[config.mk]
export PLATFORM = sky130hd
export DESIGN_NAME = tcmi_top
export DESIGN_NICKNAME = d
export VERILOG_FILES = /design/src/tcmi_pkg.sv /design/src/tcmi_flag.sv /design/src/tcmi_counter.sv /design/src/tcmi_top.sv
export SDC_FILE = /design/constraint.sdc
export NUM_CORES = 1
export LEC_CHECK = 0
export ABC_CLOCK_PERIOD_IN_PS = 2820
export BUFFER_PORTS_ARGS = -buffer_cell sky130_fd_sc_hd__clkbuf_2
export CAP_MARGIN = 0
export CORE_AREA = 2 2 77 108
export CTS_CLUSTER_SIZE = 12
export DETAILED_ROUTE_END_ITERATION = 12
export DIE_AREA = 0 0 79 110
export PLACE_DENSITY = 0.76
export SETUP_SLACK_MARGIN = 0.15
export SLEW_MARGIN = 40
export SYNTH_ARGS = -nofsm -noshare
export SYNTH_HDL_FRONTEND = slang
export SYNTH_SLANG_ARGS = --single-unit
[constraint.sdc]
create_clock -name mclk -period 2.82 [get_ports mclk]
set_input_delay 0.282 -clock mclk [delete_from_list [all_inputs] [get_ports mclk]]
set_output_delay 0.282 -clock mclk [all_outputs]
set_load 0.01 [all_outputs]
[src/tcmi_pkg.sv]
// Package with register map, field layout, modes and bus types of the timer compare block.
package tcmi_pkg;
    // Word index of each register; byte address is four times the index.
    localparam logic [7:0] REG_CMP_A = 8'h36;
    localparam logic [7:0] REG_MASK = 8'h39;
    localparam logic [7:0] REG_CMP_B = 8'h3a;
    localparam logic [7:0] REG_FLAGS = 8'h3b;
    localparam logic [7:0] REG_COUNT = 8'h3c;
    localparam logic [7:0] REG_CTRL = 8'h3d;
    localparam logic [7:0] REG_IRQ_ST = 8'h3e;
    localparam logic [7:0] REG_IRQ_MASK = 8'h3f;
    // Flag and mask bit positions.
    localparam int BIT_OVF = 0;
    localparam int BIT_MATCH_A = 1;
    localparam int BIT_MATCH_B = 2;
    localparam int NUM_FLAGS = 3;
    // Control register fields.
    localparam int CTRL_MODE_LSB = 0;
    localparam int CTRL_RUN = 3;
    localparam int CTRL_FORCE_A = 4;
    localparam int CTRL_FORCE_B = 5;
    // Count limits and reset values.
    localparam logic [7:0] COUNT_BOTTOM = 8'h00;
    localparam logic [7:0] COUNT_MAX = 8'hff;
    localparam logic [7:0] RESET_BYTE = 8'h00;
    localparam logic [2:0] RESET_FLAGS = 3'h0;
    localparam logic [2:0] RESET_MODE = 3'h0;
    localparam int WAIT_CYCLES = 1;

    // Waveform generation modes.
    typedef enum logic [2:0] {
        TCMI_NORMAL = 3'h0,
        TCMI_PC_FIXED = 3'h1,
        TCMI_CTC = 3'h2,
        TCMI_FAST_FIXED = 3'h3,
        TCMI_RSVD4 = 3'h4,
        TCMI_PC_CMP = 3'h5,
        TCMI_RSVD6 = 3'h6,
        TCMI_FAST_CMP = 3'h7
    } tcmi_mode_e;

    // Avalon-MM request as seen by the slave.
    typedef struct packed {
        logic read;
        logic write;
        logic [9:0] address;
        logic [3:0] byteenable;
        logic [31:0] writedata;
    } tcmi_req_s;

    // Per-cycle timer events.
    typedef struct packed {
        logic match_b;
        logic match_a;
        logic ovf;
    } tcmi_evt_s;
endpackage

[src/tcmi_flag.sv]
// One sticky interrupt flag with hardware set, vector clear and write-one clear.
`timescale 1ns/1ps
module tcmi_flag (
    input wire logic mclk,
    input wire logic rstn,
    input wire logic set_evt,
    input wire logic vec_clr,
    input wire logic sw_clr,
    output logic flag
);
    // Set wins over either clear so an event in the clearing cycle is kept.
    always_ff @(posedge mclk or negedge rstn) begin
        if (!rstn) begin
            flag <= 1'b0;
        end else if (set_evt) begin
            flag <= 1'b1;
        end else if (vec_clr || sw_clr) begin
            flag <= 1'b0;
        end
    end
endmodule

[src/tcmi_counter.sv]
// Eight-bit counter with mode dependent top, direction and overflow point.
`timescale 1ns/1ps
module tcmi_counter (
    input wire logic mclk,
    input wire logic rstn,
    input wire logic run,
    input wire logic [2:0] mode,
    input wire logic [7:0] top_cmp,
    input wire logic load,
    input wire logic [7:0] load_val,
    output logic [7:0] count_ff,
    output logic down_ff,
    output logic ovf_evt,
    output logic tick
);
    logic [7:0] top;
    logic fixed_top;
    logic phase_mode;
    logic [7:0] nxt_count;
    logic nxt_down;

    // Top is either the fixed maximum or compare A, chosen by mode.
    assign fixed_top = (mode == tcmi_pkg::TCMI_NORMAL) || (mode == tcmi_pkg::TCMI_PC_FIXED)
                       || (mode == tcmi_pkg::TCMI_FAST_FIXED);
    assign top = fixed_top ? tcmi_pkg::COUNT_MAX : top_cmp;
    assign phase_mode = (mode == tcmi_pkg::TCMI_PC_FIXED) || (mode == tcmi_pkg::TCMI_PC_CMP);
    assign tick = run && !load;

    // Next count and overflow point per mode.
    always_comb begin
        nxt_count = count_ff;
        nxt_down = down_ff;
        ovf_evt = 1'b0;
        if (tick) begin
            unique case (tcmi_pkg::tcmi_mode_e'(mode))
                tcmi_pkg::TCMI_PC_FIXED, tcmi_pkg::TCMI_PC_CMP: begin
                    if (!down_ff && count_ff >= top) begin
                        nxt_down = 1'b1;
                        nxt_count = count_ff - 8'h01;
                    end else if (down_ff && count_ff == tcmi_pkg::COUNT_BOTTOM) begin
                        nxt_down = 1'b0;
                        nxt_count = count_ff + 8'h01;
                        ovf_evt = 1'b1;
                    end else begin
                        nxt_count = down_ff ? count_ff - 8'h01 : count_ff + 8'h01;
                    end
                end
                tcmi_pkg::TCMI_CTC: begin
                    nxt_down = 1'b0;
                    nxt_count = (count_ff == top) ? tcmi_pkg::COUNT_BOTTOM : count_ff + 8'h01;
                    ovf_evt = (count_ff == tcmi_pkg::COUNT_MAX);
                end
                tcmi_pkg::TCMI_FAST_CMP: begin
                    nxt_down = 1'b0;
                    nxt_count = (count_ff >= top) ? tcmi_pkg::COUNT_BOTTOM : count_ff + 8'h01;
                    ovf_evt = (count_ff == top);
                end
                default: begin
                    nxt_down = 1'b0;
                    nxt_count = count_ff + 8'h01;
                    ovf_evt = (count_ff == tcmi_pkg::COUNT_MAX);
                end
            endcase
        end
        if (load) begin
            nxt_count = load_val;
        end
    end

    // A software load overrides counting.
    always_ff @(posedge mclk or negedge rstn) begin
        if (!rstn) begin
            count_ff <= tcmi_pkg::RESET_BYTE;
            down_ff <= 1'b0;
        end else begin
            count_ff <= nxt_count;
            down_ff <= phase_mode ? nxt_down : 1'b0;
        end
    end
endmodule

[src/tcmi_top.sv]
// Top of the timer compare and interrupt block with its Avalon-MM register slave.
//
// The Avalon-MM register port was chosen for this implementation.
`timescale 1ns/1ps
module tcmi_top (
    input wire logic mclk,
    input wire logic rstn,
    input wire logic [9:0] avs_address,
    input wire logic avs_read,
    input wire logic avs_write,
    input wire logic [3:0] avs_byteenable,
    input wire logic [31:0] avs_writedata,
    output logic [31:0] avs_readdata,
    output logic avs_waitrequest,
    input wire logic cpu_global_ie,
    input wire logic [2:0] vector_ack,
    output logic [2:0] timer_irq_req,
    output logic wave_out_a,
    output logic wave_out_b,
    output logic irq
);
    tcmi_pkg::tcmi_req_s req;
    logic [7:0] compare_a_value_ff;
    logic [7:0] compare_b_value_ff;
    logic [2:0] timer_interrupt_mask_ff;
    logic [2:0] timer_interrupt_flags;
    logic [2:0] wave_mode_select_ff;
    logic run_ff;
    logic [2:0] irq_status_ff;
    logic [2:0] irq_mask_ff;
    logic [31:0] readdata_ff;
    logic waitrequest_ff;
    logic [2:0] timer_irq_req_ff;
    logic wave_a_ff;
    logic wave_b_ff;
    logic irq_ff;
    logic suppress_ff;
    logic [7:0] counter_value;
    logic ovf_evt;
    logic tick;
    logic acc;
    logic wr_acc;
    logic rd_acc;
    logic [7:0] reg_idx;
    logic lane0;
    logic [7:0] wbyte;
    logic cnt_load;
    logic force_a;
    logic force_b;
    logic match_a_hit;
    logic match_b_hit;
    tcmi_pkg::tcmi_evt_s evt;
    logic [2:0] sw_clr;
    logic [31:0] nxt_readdata;

    assign req = '{read: avs_read, write: avs_write, address: avs_address,
                   byteenable: avs_byteenable, writedata: avs_writedata};
    assign reg_idx = req.address[9:2];
    assign lane0 = req.byteenable[0];
    assign wbyte = req.writedata[7:0];
    // A request is taken at the edge where waitrequest is low.
    assign acc = (req.read || req.write) && !waitrequest_ff;
    assign wr_acc = acc && req.write && lane0;
    assign rd_acc = acc && req.read;

    // Waitrequest drops for one cycle after a request appears, then rises again.
    // The fixed single wait state keeps read data registered without a bypass.
    always_ff @(posedge mclk or negedge rstn) begin
        if (!rstn) begin
            waitrequest_ff <= 1'b1;
        end else if ((req.read || req.write) && waitrequest_ff) begin
            waitrequest_ff <= 1'b0;
        end else begin
            waitrequest_ff <= 1'b1;
        end
    end

    // Compare and mask registers.
    always_ff @(posedge mclk or negedge rstn) begin
        if (!rstn) begin
            compare_a_value_ff <= tcmi_pkg::RESET_BYTE;
            compare_b_value_ff <= tcmi_pkg::RESET_BYTE;
            timer_interrupt_mask_ff <= tcmi_pkg::RESET_FLAGS;
            irq_mask_ff <= tcmi_pkg::RESET_FLAGS;
        end else if (wr_acc) begin
            if (reg_idx == tcmi_pkg::REG_CMP_A) begin
                compare_a_value_ff <= wbyte;
            end
            if (reg_idx == tcmi_pkg::REG_CMP_B) begin
                compare_b_value_ff <= wbyte;
            end
            if (reg_idx == tcmi_pkg::REG_MASK) begin
                timer_interrupt_mask_ff <= wbyte[2:0];
            end
            if (reg_idx == tcmi_pkg::REG_IRQ_MASK) begin
                irq_mask_ff <= wbyte[2:0];
            end
        end
    end

    // Control register: mode, run enable; force bits are strobes only.
    always_ff @(posedge mclk or negedge rstn) begin
        if (!rstn) begin
            wave_mode_select_ff <= tcmi_pkg::RESET_MODE;
            run_ff <= 1'b0;
        end else if (wr_acc && reg_idx == tcmi_pkg::REG_CTRL) begin
            wave_mode_select_ff <= wbyte[tcmi_pkg::CTRL_MODE_LSB +: 3];
            run_ff <= wbyte[tcmi_pkg::CTRL_RUN];
        end
    end

    assign cnt_load = wr_acc && reg_idx == tcmi_pkg::REG_COUNT;
    // Forcing only works in the non-PWM modes.
    // A forced strobe only reaches the pins, never the flags or the counter clear.
    assign force_a = wr_acc && reg_idx == tcmi_pkg::REG_CTRL && wbyte[tcmi_pkg::CTRL_FORCE_A]
                     && !wave_mode_select_ff[0];
    assign force_b = wr_acc && reg_idx == tcmi_pkg::REG_CTRL && wbyte[tcmi_pkg::CTRL_FORCE_B]
                     && !wave_mode_select_ff[0];

    tcmi_counter u_counter (
        .mclk(mclk),
        .rstn(rstn),
        .run(run_ff),
        .mode(wave_mode_select_ff),
        .top_cmp(compare_a_value_ff),
        .load(cnt_load),
        .load_val(wbyte),
        .count_ff(counter_value),
        .down_ff(),
        .ovf_evt(ovf_evt),
        .tick(tick)
    );

    // A counter write blocks matches until the next timer clock has passed.
    always_ff @(posedge mclk or negedge rstn) begin
        if (!rstn) begin
            suppress_ff <= 1'b0;
        end else if (cnt_load) begin
            suppress_ff <= 1'b1;
        end else if (tick) begin
            suppress_ff <= 1'b0;
        end
    end

    // Compare logic; forced strobes never reach the events.
    assign match_a_hit = run_ff && !suppress_ff && !cnt_load
                         && (counter_value == compare_a_value_ff);
    assign match_b_hit = run_ff && !suppress_ff && !cnt_load
                         && (counter_value == compare_b_value_ff);
    // The event word has a single driver so no field is written from two places.
    assign evt = '{match_b: match_b_hit, match_a: match_a_hit, ovf: ovf_evt};

    assign sw_clr = (wr_acc && reg_idx == tcmi_pkg::REG_FLAGS) ? wbyte[2:0] : 3'h0;

    // One sticky flag per interrupt source.
    genvar g;
    generate
        for (g = 0; g < tcmi_pkg::NUM_FLAGS; g++) begin : g_flag
            tcmi_flag u_flag (
                .mclk(mclk),
                .rstn(rstn),
                .set_evt(evt[g]),
                .vec_clr(vector_ack[g]),
                .sw_clr(sw_clr[g]),
                .flag(timer_interrupt_flags[g])
            );
        end
    endgenerate

    // Wave pins toggle on real or forced matches.
    always_ff @(posedge mclk or negedge rstn) begin
        if (!rstn) begin
            wave_a_ff <= 1'b0;
            wave_b_ff <= 1'b0;
        end else begin
            if (evt.match_a || force_a) begin
                wave_a_ff <= !wave_a_ff;
            end
            if (evt.match_b || force_b) begin
                wave_b_ff <= !wave_b_ff;
            end
        end
    end

    // Vector requests to the CPU, gated by the global enable.
    always_ff @(posedge mclk or negedge rstn) begin
        if (!rstn) begin
            timer_irq_req_ff <= 3'h0;
        end else begin
            timer_irq_req_ff[tcmi_pkg::BIT_MATCH_B] <= cpu_global_ie
                && timer_interrupt_mask_ff[2] && timer_interrupt_flags[2];
            timer_irq_req_ff[tcmi_pkg::BIT_MATCH_A] <= cpu_global_ie
                && timer_interrupt_mask_ff[1] && timer_interrupt_flags[1];
            timer_irq_req_ff[tcmi_pkg::BIT_OVF] <= cpu_global_ie
                && timer_interrupt_mask_ff[0] && timer_interrupt_flags[0];
        end
    end

    // Bus level status: events stick until that register is read; set beats read.
    always_ff @(posedge mclk or negedge rstn) begin
        if (!rstn) begin
            irq_status_ff <= tcmi_pkg::RESET_FLAGS;
            irq_ff <= 1'b0;
        end else begin
            if (rd_acc && reg_idx == tcmi_pkg::REG_IRQ_ST) begin
                irq_status_ff <= evt;
            end else begin
                irq_status_ff <= irq_status_ff | evt;
            end
            irq_ff <= |(irq_status_ff & irq_mask_ff);
        end
    end

    // Read mux; unmapped addresses read zero.
    always_comb begin
        nxt_readdata = 32'h0000_0000;
        unique case (reg_idx)
            tcmi_pkg::REG_CMP_A: nxt_readdata[7:0] = compare_a_value_ff;
            tcmi_pkg::REG_CMP_B: nxt_readdata[7:0] = compare_b_value_ff;
            tcmi_pkg::REG_MASK: nxt_readdata[2:0] = timer_interrupt_mask_ff;
            tcmi_pkg::REG_FLAGS: nxt_readdata[2:0] = timer_interrupt_flags;
            tcmi_pkg::REG_COUNT: nxt_readdata[7:0] = counter_value;
            tcmi_pkg::REG_CTRL: nxt_readdata[3:0] = {run_ff, wave_mode_select_ff};
            tcmi_pkg::REG_IRQ_ST: nxt_readdata[2:0] = irq_status_ff;
            tcmi_pkg::REG_IRQ_MASK: nxt_readdata[2:0] = irq_mask_ff;
            default: nxt_readdata = 32'h0000_0000;
        endcase
    end

    // Read data is registered while a read is pending with waitrequest high and held otherwise.
    always_ff @(posedge mclk or negedge rstn) begin
        if (!rstn) begin
            readdata_ff <= 32'h0000_0000;
        end else if (req.read && waitrequest_ff) begin
            readdata_ff <= nxt_readdata;
        end
    end

    assign avs_readdata = readdata_ff;
    assign avs_waitrequest = waitrequest_ff;
    assign timer_irq_req = timer_irq_req_ff;
    assign wave_out_a = wave_a_ff;
    assign wave_out_b = wave_b_ff;
    assign irq = irq_ff;
endmodule

# --- After elaboration in Yosys (flattened, before gate mapping) ---
# Cells that the tools add are included.
op_classes:
  addsub: 2
  multipliers: 0
  div_mod_pow: 0
  magnitude_cmp: 1
  eq_ne: 19
  shift: 0
  mux: 32
  bitwise: 2
  n_reduce_logical: 56
ops:
  columns: ["cell", "n"]
  rows:
  - ["8-bit by 6-bit equality test with 1-bit output (second input constant)", 8]
  - ["8-bit two-way mux", 8]
  - ["1-bit logical AND", 27]
  - ["8-bit equality test", 3]
  - ["3-bit one-hot mux with 8 select lines", 1]
  - ["8-bit one-hot mux with 3 select lines", 1]
  - ["1-bit two-way mux", 17]
  - ["4-bit one-hot mux with 3 select lines", 1]
  - ["2-bit AND reduction", 5]
  - ["1-bit logical OR", 9]
  - ["8-bit by 1-bit adder with 8-bit output (second input constant)", 1]
  - ["8-bit equality test (second input constant)", 1]
  - ["8-bit >= comparator", 1]
  - ["8-bit logical NOT", 1]
  - ["2-bit nonzero test", 4]
  - ["8-bit by 1-bit subtractor with 8-bit output (second input constant)", 1]
  - ["1-bit logical NOT", 7]
  - ["3-bit by 2-bit equality test with 1-bit output (second input constant)", 2]
  - ["3-bit equality test (second input constant)", 2]
  - ["3-bit two-way mux", 2]
  - ["4-bit inequality test (second input constant)", 1]
  - ["1-bit one-hot mux with 4 select lines", 1]
  - ["3-bit bitwise AND", 1]
  - ["3-bit by 1-bit equality test with 1-bit output (second input constant)", 1]
  - ["other kinds (6)", 6]
word_totals:
  register_bits: 57
  latchBits: 0
  mem_bits_rw: 0
  mem_bits_ro: 0
  input_bits: 54
  elab_cells: 131
  n_memories: 0

# --- Longest topological paths before layout ---
# Gate-level depths: netlist of run 1.
logic_depth:
  ltp_word: 11
  depth_mapped: 12
  depth_no_buf: 11

# --- Modules after synthesis ---
# A second synthesis of run 1 with hierarchy kept.
hier_totals:
  cells_unflattened: 403
  area_unflattened_um2: 3912.5
modules_own_cells:
  columns: ["mod", "instances", "cells_per_inst", "area_per_inst_um2"]
  rows:
  - ["tcmi_top", 1, 243, 2658.8]
  - ["tcmi_counter", 1, 151, 1144.8]
  - ["tcmi_flag", 3, 3, 36.3]

# --- Worst setup path before layout of run 1 ---
# OpenSTA, ideal clock, no wires.
synth_timing:
  path_kind: "register to register"
  from: "reg wave_mode_select_ff[0]"
  to: "reg u_counter.count_ff[5]"
  setup_ps: 121
  arrival_ps: 2871
  required_time_ps: 2699
  path_slack_ps: -172
  path_stages_with_launch: 13
  period_less_slack_ps: 2992
  path_cell_list: "dfrtp_1 > buf_2 > inv_1 > a21oi_1 > or2_2 > ha_1 > nand2b_4 > a2111oi_4 > nor2_1 > o31a_1 > mux2i_1 > mux2_2 > a22o_1"
synth_between:
  elab_chain_len: 10
synth_lines:
  columns: ["item", "line", "rtl"]
  rows:
  - ["start, declared", "tcmi_top.sv:27", "logic [2:0] wave_mode_select_ff;"]
  - ["start signal, assigned", "tcmi_top.sv:104", "wave_mode_select_ff <= tcmi_pkg::RESET_MODE;"]
  - ["start signal, assigned", "tcmi_top.sv:107", "wave_mode_select_ff <= wbyte[tcmi_pkg::CTRL_MODE_LSB +: 3];"]
  - ["3-bit by 1-bit equality test with 1-bit output / 3-bit logical NOT (equally long branches)", "tcmi_counter.sv:23, tcmi_counter.sv:35", null]
  - ["1-bit logical OR", "tcmi_counter.sv:23", "assign fixed_top = (mode == tcmi_pkg::TCMI_NORMAL) || (mode == tcmi_pkg::TCMI_PC_FIXED)"]
  - ["1-bit logical OR", "tcmi_counter.sv:24", "|| (mode == tcmi_pkg::TCMI_FAST_FIXED);"]
  - ["8-bit two-way mux", "tcmi_counter.sv:25", "assign top = fixed_top ? tcmi_pkg::COUNT_MAX : top_cmp;"]
  - ["8-bit >= comparator", "tcmi_counter.sv:37, tcmi_counter.sv:55", null]
  - ["1-bit logical AND", "tcmi_counter.sv:37", "if (!down_ff && count_ff >= top) begin"]
  - ["8-bit two-way mux", "tcmi_counter.sv:37", null]
  - ["8-bit one-hot mux with 3 select lines *", "tcmi_counter.sv:35", "unique case (tcmi_pkg::tcmi_mode_e'(mode))"]
  - ["8-bit two-way mux *", "tcmi_counter.sv:34", "if (tick) begin"]
  - ["8-bit two-way mux *", "tcmi_counter.sv:65", "if (load) begin"]
  - ["end signal, assigned", "tcmi_counter.sv:73", "count_ff <= tcmi_pkg::RESET_BYTE;"]
  - ["end signal, assigned", "tcmi_counter.sv:76", "count_ff <= nxt_count;"]
  - ["end, declared", "tcmi_counter.sv:11", "output logic [7:0] count_ff,"]
# Every way passes the cells marked *; elsewhere a longest branch is shown, timed or not. The select of a mux whose other input is x is not followed.
# A chain may end at the register's enable or synchronous reset.

# --- Final worst setup path of run 1 ---
layout_timing:
  from: "reg wave_mode_select_ff[1]"
  to: "reg u_counter.count_ff[5]"
# Same word-level chain as after synthesis.

==> results of run 1 <==
## sequential cells by signal, indices dropped and copies added (netlist names), 3 cells and up
register                 count
avs_readdata                 8
compare_a_value_ff           8
compare_b_value_ff           8
u_counter.count_ff           8
g_flag.u_flag.flag           3
irq_mask_ff                  3
irq_status_ff                3
timer_interrupt_mask_ff      3
timer_irq_req                3
wave_mode_select_ff          3
## layer usage
layer / track usage / vias up
met2: 0.443 / 184
met1: 0.253 / 1517
met4: 0.140 / 0
met3: 0.0464 / 42
met5: 0 / -
li1: - / 1458
## worst paths after layout
path	endpoint	depth (start not counted)	startpoint	slack [ns]
min in group asynchronous	compare_a_value_ff[5]	2	rstn	0.48
max in group asynchronous	avs_waitrequest	3	rstn	1.45
min reg2reg	avs_readdata[3]	1	avs_readdata[3]	0.48
max	u_counter.count_ff[5]	13	wave_mode_select_ff[1]	0.01
max reg2reg	u_counter.count_ff[5]	13	wave_mode_select_ff[1]	0.01
min	avs_waitrequest	2	avs_write	0.12
## Yosys cell counts (9+ instances only)
cell / n / share of area
sky130_fd_sc_hd__ha_1: 10 / 0.034
sky130_fd_sc_hd__o21ai_0: 27 / 0.037
sky130_fd_sc_hd__clkbuf_1: 13 / 0.013
sky130_fd_sc_hd__nand2_1: 25 / 0.025
sky130_fd_sc_hd__nand3_1: 9 / 0.012
sky130_fd_sc_hd__a21oi_1: 14 / 0.019
sky130_fd_sc_hd__buf_4: 26 / 0.053
sky130_fd_sc_hd__nor3_1: 10 / 0.014
sky130_fd_sc_hd__mux2_2: 27 / 0.082
sky130_fd_sc_hd__inv_1: 13 / 0.013
sky130_fd_sc_hd__dfrtp_1: 56 / 0.38
sky130_fd_sc_hd__nand4_1: 10 / 0.017
sky130_fd_sc_hd__nor2_1: 18 / 0.018
sky130_fd_sc_hd__xnor2_1: 22 / 0.052
## kinds of logic after synthesis
kind of cell / count (synthesis) / synth area share
mux: 35 / 0.111
buf+inv: 57 / 0.0862
flops: 57 / 0.387
simple gates: 105 / 0.157
fa+ha+maj: 10 / 0.0339
xor+xnor: 25 / 0.0594
other cells: 1 / 0.00102
compound gates: 84 / 0.164
## cell type report
cell class | instances | area [sq um]
inverters | 13 | 48.8
clock buffers | 11 | 141
clock inverters | 5 | 103
multi-input cells | 283 | 2130
flip-flops and latches | 57 | 1430
well taps | 100 | 125
fillers | 663 | 3250
repair buffers | 75 | 480
## through the flow
stage	hold WS (ns)	util	std cells
floorplan	-0.0136	-	397
global placement	0.316	0.528	521
detailed placement	0.317	0.528	521
CTS	0.113	0.562	538
global route	0.122	0.578	544
finish	0.123	0.578	544
## critical path: cells and delay by family, from the launching register on
kind / cells / cell delay, ns
AND/OR/NAND/NOR: 1 / 0.04
AO/OA/AOI/OAI: 7 / 1.34
adder cells (fa/ha/maj): 1 / 0.31
buffers and inverters: 3 / 0.46
multiplexers: 1 / 0.19
flip-flops: 1 / 0.41
## power breakdown
part / leakage (uW) / internal (uW) / total, uW / switching [uW]
registers: 0.000768 / 858 / 890 / 31.9
logic: 0.00125 / 267 / 641 / 374
clock network: 0.000120 / 610 / 941 / 332
## timing repair
item,4_1_cts,5_1_grt
pin swaps,0,10
hold buffers,1,0
endpoints found under the setup margin,4,7
endpoints found under the hold margin,23,0
gates resized for setup,1,14
setup buffers,0,6
==> out/qor.log, run 1 <==
qor: synth.postSynth.topFlopCell sky130_fd_sc_hd__dfrtp_1
qor: place.port-buffer-count 39
qor: critical_path.critical_path.max_stage_delay 0.41 ns
qor: global_route.initial_antenna_violation_count 0
qor: clocking.clock_latency 0.34 ns
qor: layout.area_growth_syn_to_layout 20.8%
qor: route.remaining_drcs 0
qor: synth.ys_ff_latch 57
qor: floorplan.initial_core_util 0.479
qor: clocking.cts_max_level 3
qor: synth.yosys.cell_types.count 62
qor: route.drt_pre_antenna_iters 7
qor: global_route.globalRoute.totalOverflow 0
qor: sta.timing.clock.skew 0.00854 ns
qor: clocking.cts_tree built
qor: clocking.ctsLongestPathBuffers 2
qor: clocking.clock_sink_count 57
qor: power.leakagePower 0.00214 uW
qor: place.post_dp_cell_area 0.00407 sq mm
qor: place.weighted_congestion_at_the_end_of_routability_driven_global_placement 0.921
qor: critical_path.critical_path_data_required_time 3.10 ns
qor: global_route.grt_start_max_net_pins 35
qor: floorplan.floorplan.die.width 79 microns
qor: critical_path.startpoint_type register
qor: power.totalPowerFinal 2470 uW
qor: route.met3_length 612 microns
qor: worst_hold_path.holdCritPathClass input port to register
qor: power.power.density 555 mW/mm^2
qor: place.place_hpwl 7520 microns
qor: route.vias_per_cell 5.88
qor: layout.most_frequent_standard_cell_in_the_layout_excluding_fill_and_tap_cells sky130_fd_sc_hd__dfrtp_1
qor: floorplan.die-height 110 microns
qor: sta.setup_viol_count_final 0
qor: critical_path.cp.arrival 3.09 ns
qor: synth.synth-warning-count 0
qor: global_route.gr-usage-all-layers 0.241
qor: layout.drive_gt1_frac 0.324
qor: layout.nets 503
qor: place.post-place-ws -0.0443 ns
qor: run.maxCapViolCount 0
qor: layout.stdcell_area 0.00445 sq mm
qor: power.power.ir.vdd_worst 0.453 mV
qor: floorplan.coreArea 0.00770 sq mm
qor: sta.post-route-min-period 2.81 ns
qor: sta.tns 0 ns
qor: clocking.cts_root_buffer sky130_fd_sc_hd__clkbuf_8
qor: sta.timing_max_transition_violations_final 0
qor: route.detail_route.wl_per_cell 18.6 microns
qor: critical_path.cp_cell_sequence a21oi_4, buf_12, nor2_1, ha_1, a21oi_1, o21ai_0, buf_4, o21bai_2, buf_4, a31o_2, o311ai_4, mux2_4, a22o_1
qor: route.drt_iter0_drcs 332
qor: sta.finalCritPeriodShare 0.996
qor: sta.clock.fmax 0.356 GHz
qor: synth.fraction_of_the_yosys_area_taken_by_sequential_cells 0.387
qor: route.detail_route.wirelength.met1 3630 microns
qor: synth.synth_async_sr_flop_share 1.00
qor: floorplan.placement_rows 38
qor: synth.syn_area_per_cell 9.86 sq um
qor: synth.netlist_area 0.00369 sq mm
qor: route.amount_of_wire_on_met2_after_detailed_routing 5380 microns
qor: critical_path.cp_capture_type register
qor: route.drt-total-wl 10100 microns
qor: floorplan.die-area 0.00869 sq mm
qor: layout.final_cell_mix 56 x sky130_fd_sc_hd__dfrtp_1, 39 x sky130_fd_sc_hd__clkbuf_2, 34 x sky130_fd_sc_hd__buf_4
qor: route.antenna_left 0
qor: critical_path.timing_worst_setup_path_type register to register
qor: clocking.cts.clk_slew.worst_paths 0.07 ns
qor: critical_path.crit_path_slowest_cell sky130_fd_sc_hd__dfrtp_1
qor: sta.worst_slack 0.0103 ns
qor: layout.antenna_cells 0
qor: synth.count_of_flip_flops_with_a_built_in_enable_after_synthesis 0
qor: sta.rsz0062_at_grt true
qor: floorplan.pin_count 93
qor: clocking.cts-buffers-inserted 9
qor: route.top_metal_used met4
qor: critical_path.crit_top_cell sky130_fd_sc_hd__buf_4
qor: critical_path.critPathMaxFanout 7
qor: route.detailroute.via_count 3201
qor: global_route.grt_pass1_wl 15600 microns
qor: sta.timing_hold_violations_final 0
qor: sta.worstMarginPinSlew 0.725 ns
qor: synth.synthesis.instances 374
qor: global_route.first_global_vias 3149
qor: sta.relSlewSlack 0.514
qor: outcome.run_status completed
Note: power is estimated with default switching activity, not from simulation.
==> run 2, diff against run 1 <==
--- a/config.mk
+++ b/config.mk
@@ -19,2 +19,3 @@
 export SYNTH_HDL_FRONTEND = slang
 export SYNTH_SLANG_ARGS = --single-unit
+export TNS_END_PERCENT = 5
==> constraint.sdc (replaced) <==
create_clock -name mclk -period 2.82 [get_ports mclk]
set_input_delay 0.282 -clock mclk [delete_from_list [all_inputs] [get_ports mclk]]
set_output_delay 0.282 -clock mclk [all_outputs]
set_load 0.005 [all_outputs]
==> out/qor.log, run 2 (synthesized netlist as in run 1, its figures left out) <==
qor: floorplan.die-height 110 microns
qor: layout.finalCoreUtilization 0.577
qor: sta.rsz0062_at_grt true
qor: sta.worstMarginPinSlew 0.747 ns
qor: floorplan.placement_rows 38
qor: sta.timing_hold_violations_final 0
qor: critical_path.critical_path.n_buffers_inverters 3
qor: place.post-place-ws -0.0443 ns
qor: critical_path.timing_worst_setup_path_type register to register
qor: critical_path.critPathMaxFanout 7
qor: global_route.first_global_vias 3149
qor: clocking.ctsLongestPathBuffers 2
qor: route.amount_of_wire_on_met2_after_detailed_routing 5390 microns
qor: power.power.density 552 mW/mm^2
qor: clocking.cts_tree built
qor: layout.final_cell_mix 56 x sky130_fd_sc_hd__dfrtp_1, 39 x sky130_fd_sc_hd__clkbuf_2, 33 x sky130_fd_sc_hd__buf_4
qor: route.drt_pre_antenna_iters 8
qor: clocking.clock_sink_count 57
qor: layout.most_frequent_standard_cell_in_the_layout_excluding_fill_and_tap_cells sky130_fd_sc_hd__dfrtp_1
qor: route.met3_length 553 microns
qor: worst_hold_path.holdCritPathClass input port to register
qor: critical_path.cp_capture_type register
qor: clocking.cts_max_level 3
qor: critical_path.critical_path_data_required_time 3.10 ns
qor: route.vias_per_cell 5.86
qor: global_route.initial_antenna_violation_count 0
qor: layout.area_growth_syn_to_layout 20.6%
qor: sta.finalCritPeriodShare 0.997
qor: power.power.ir.vdd_worst 0.450 mV
qor: place.weighted_congestion_at_the_end_of_routability_driven_global_placement 0.921
qor: sta.worst_slack 0.00788 ns
qor: route.drt_iter0_drcs 307
qor: sta.setup_viol_count_final 0
qor: global_route.gr-usage-all-layers 0.241
qor: sta.relSlewSlack 0.498
qor: layout.antenna_cells 0
qor: route.detailroute.via_count 3183
qor: route.top_metal_used met4
qor: critical_path.cp_cell_sequence a21oi_4, buf_12, nor2_1, ha_1, a21oi_1, o21ai_0, buf_4, o21bai_2, buf_4, a31o_2, o311ai_4, mux2_4, a22o_1
qor: route.antenna_left 0
qor: place.place_hpwl 7520 microns
qor: sta.tns 0 ns
qor: clocking.clock_latency 0.34 ns
qor: layout.drive_gt1_frac 0.323
qor: sta.timing_max_transition_violations_final 0
qor: layout.nets 502
qor: route.drt-total-wl 10100 microns
qor: sta.post-route-min-period 2.81 ns
qor: critical_path.critical_path.max_stage_delay 0.41 ns
qor: route.remaining_drcs 0
qor: place.port-buffer-count 39
qor: layout.nFillCells 663
qor: power.totalPowerFinal 2460 uW
qor: critical_path.cp.arrival 3.09 ns
qor: global_route.grt_start_max_net_pins 35
qor: run.maxCapViolCount 0
qor: floorplan.coreArea 0.00770 sq mm
qor: clocking.cts-buffers-inserted 9
qor: floorplan.initial_core_util 0.479
qor: global_route.globalRoute.totalOverflow 0
qor: sta.timing.clock.skew 0.00825 ns
qor: route.detail_route.wirelength.met1 3620 microns
qor: floorplan.die-area 0.00869 sq mm
qor: critical_path.crit_path_slowest_cell sky130_fd_sc_hd__dfrtp_1
qor: layout.stdcell_area 0.00445 sq mm
qor: floorplan.floorplan.die.width 79 microns
qor: place.post_dp_cell_area 0.00407 sq mm
qor: critical_path.crit_top_cell sky130_fd_sc_hd__buf_4
qor: clocking.cts_root_buffer sky130_fd_sc_hd__clkbuf_8
qor: global_route.grt_pass1_wl 15600 microns
qor: critical_path.crit_family compound AO/OA/AOI/OAI gates
qor: floorplan.pin_count 93
qor: sta.clock.fmax 0.356 GHz
qor: clocking.cts.clk_slew.worst_paths 0.07 ns
qor: outcome.run_status completed
qor: power.leakagePower 0.00214 uW
qor: route.detail_route.wl_per_cell 18.5 microns
qor: critical_path.startpoint_type register
==> run 2: changes by cell type in the layout (fill, tap and decap cells not counted), sizes merged <==
cell	change
buf	-1
==> run 2: area by class of cell <==
cell class                 count  area (sq um)  share of cell area
multi-input combinational    283          2130               0.479
sequential                    57          1430               0.321
timing repair buffer          74           473               0.106
clock buffer                  11           141              0.0318
tap                          100           125              0.0281
clock inverter                 5           103              0.0231
inverter                      13          48.8              0.0110
==> run 2: worst paths after layout <==
path                                          to                   start  cells past startpoint  slack (ns)
hold / removal                   avs_waitrequest               avs_write                      2        0.12
max in group asynchronous        avs_waitrequest                    rstn                      3        1.44
min in group asynchronous  compare_a_value_ff[5]                    rstn                      2        0.48
hold reg to reg                       wave_out_a              wave_out_a                      1        0.48
setup reg to reg           u_counter.count_ff[5]  wave_mode_select_ff[1]                     13       0.008
setup / recovery           u_counter.count_ff[5]  wave_mode_select_ff[1]                     13       0.008
==> run 2: report_power, final <==
group	switching (uW)	internal [uW]
Sequential	32.1	858
Combinational	366	263
Clock	328	610
Total	726	1730
==> run 2: metrics by stage <==
step | cells | hold WS (ns)
CTS | 538 | 0.113
global route | 543 | 0.122
detailed placement | 521 | 0.317
floorplan | 397 | -0.0136
finish | 543 | 0.123
global placement | 521 | 0.316
==> run 2: worst register-to-register path, stage by stage (launching register included) <==
cell and delay (ns):
sky130_fd_sc_hd__dfrtp_1 0.41, sky130_fd_sc_hd__a21oi_4 0.20, sky130_fd_sc_hd__buf_12 0.14, sky130_fd_sc_hd__nor2_1 0.04
sky130_fd_sc_hd__ha_1 0.31, sky130_fd_sc_hd__a21oi_1 0.15, sky130_fd_sc_hd__o21ai_0 0.10, sky130_fd_sc_hd__buf_4 0.15
sky130_fd_sc_hd__o21bai_2 0.19, sky130_fd_sc_hd__buf_4 0.17, sky130_fd_sc_hd__a31o_2 0.30, sky130_fd_sc_hd__o311ai_4 0.28
sky130_fd_sc_hd__mux2_4 0.19, sky130_fd_sc_hd__a22o_1 0.12
==> run 2: per-layer routing <==
layer	vias up	global-route usage
met5	-	0
met4	0	0.140
met3	41	0.0464
met2	159	0.443
met1	1525	0.253
li1	1458	-
==> run 2: what timing repair did <==
item | CTS | global route
gates resized for setup | 1 | 14
endpoints found under the hold margin | 23 | 0
hold buffers | 1 | 0
endpoints found under the setup margin | 4 | 7
buffers inserted | 0 | 5
pin swaps | 0 | 9
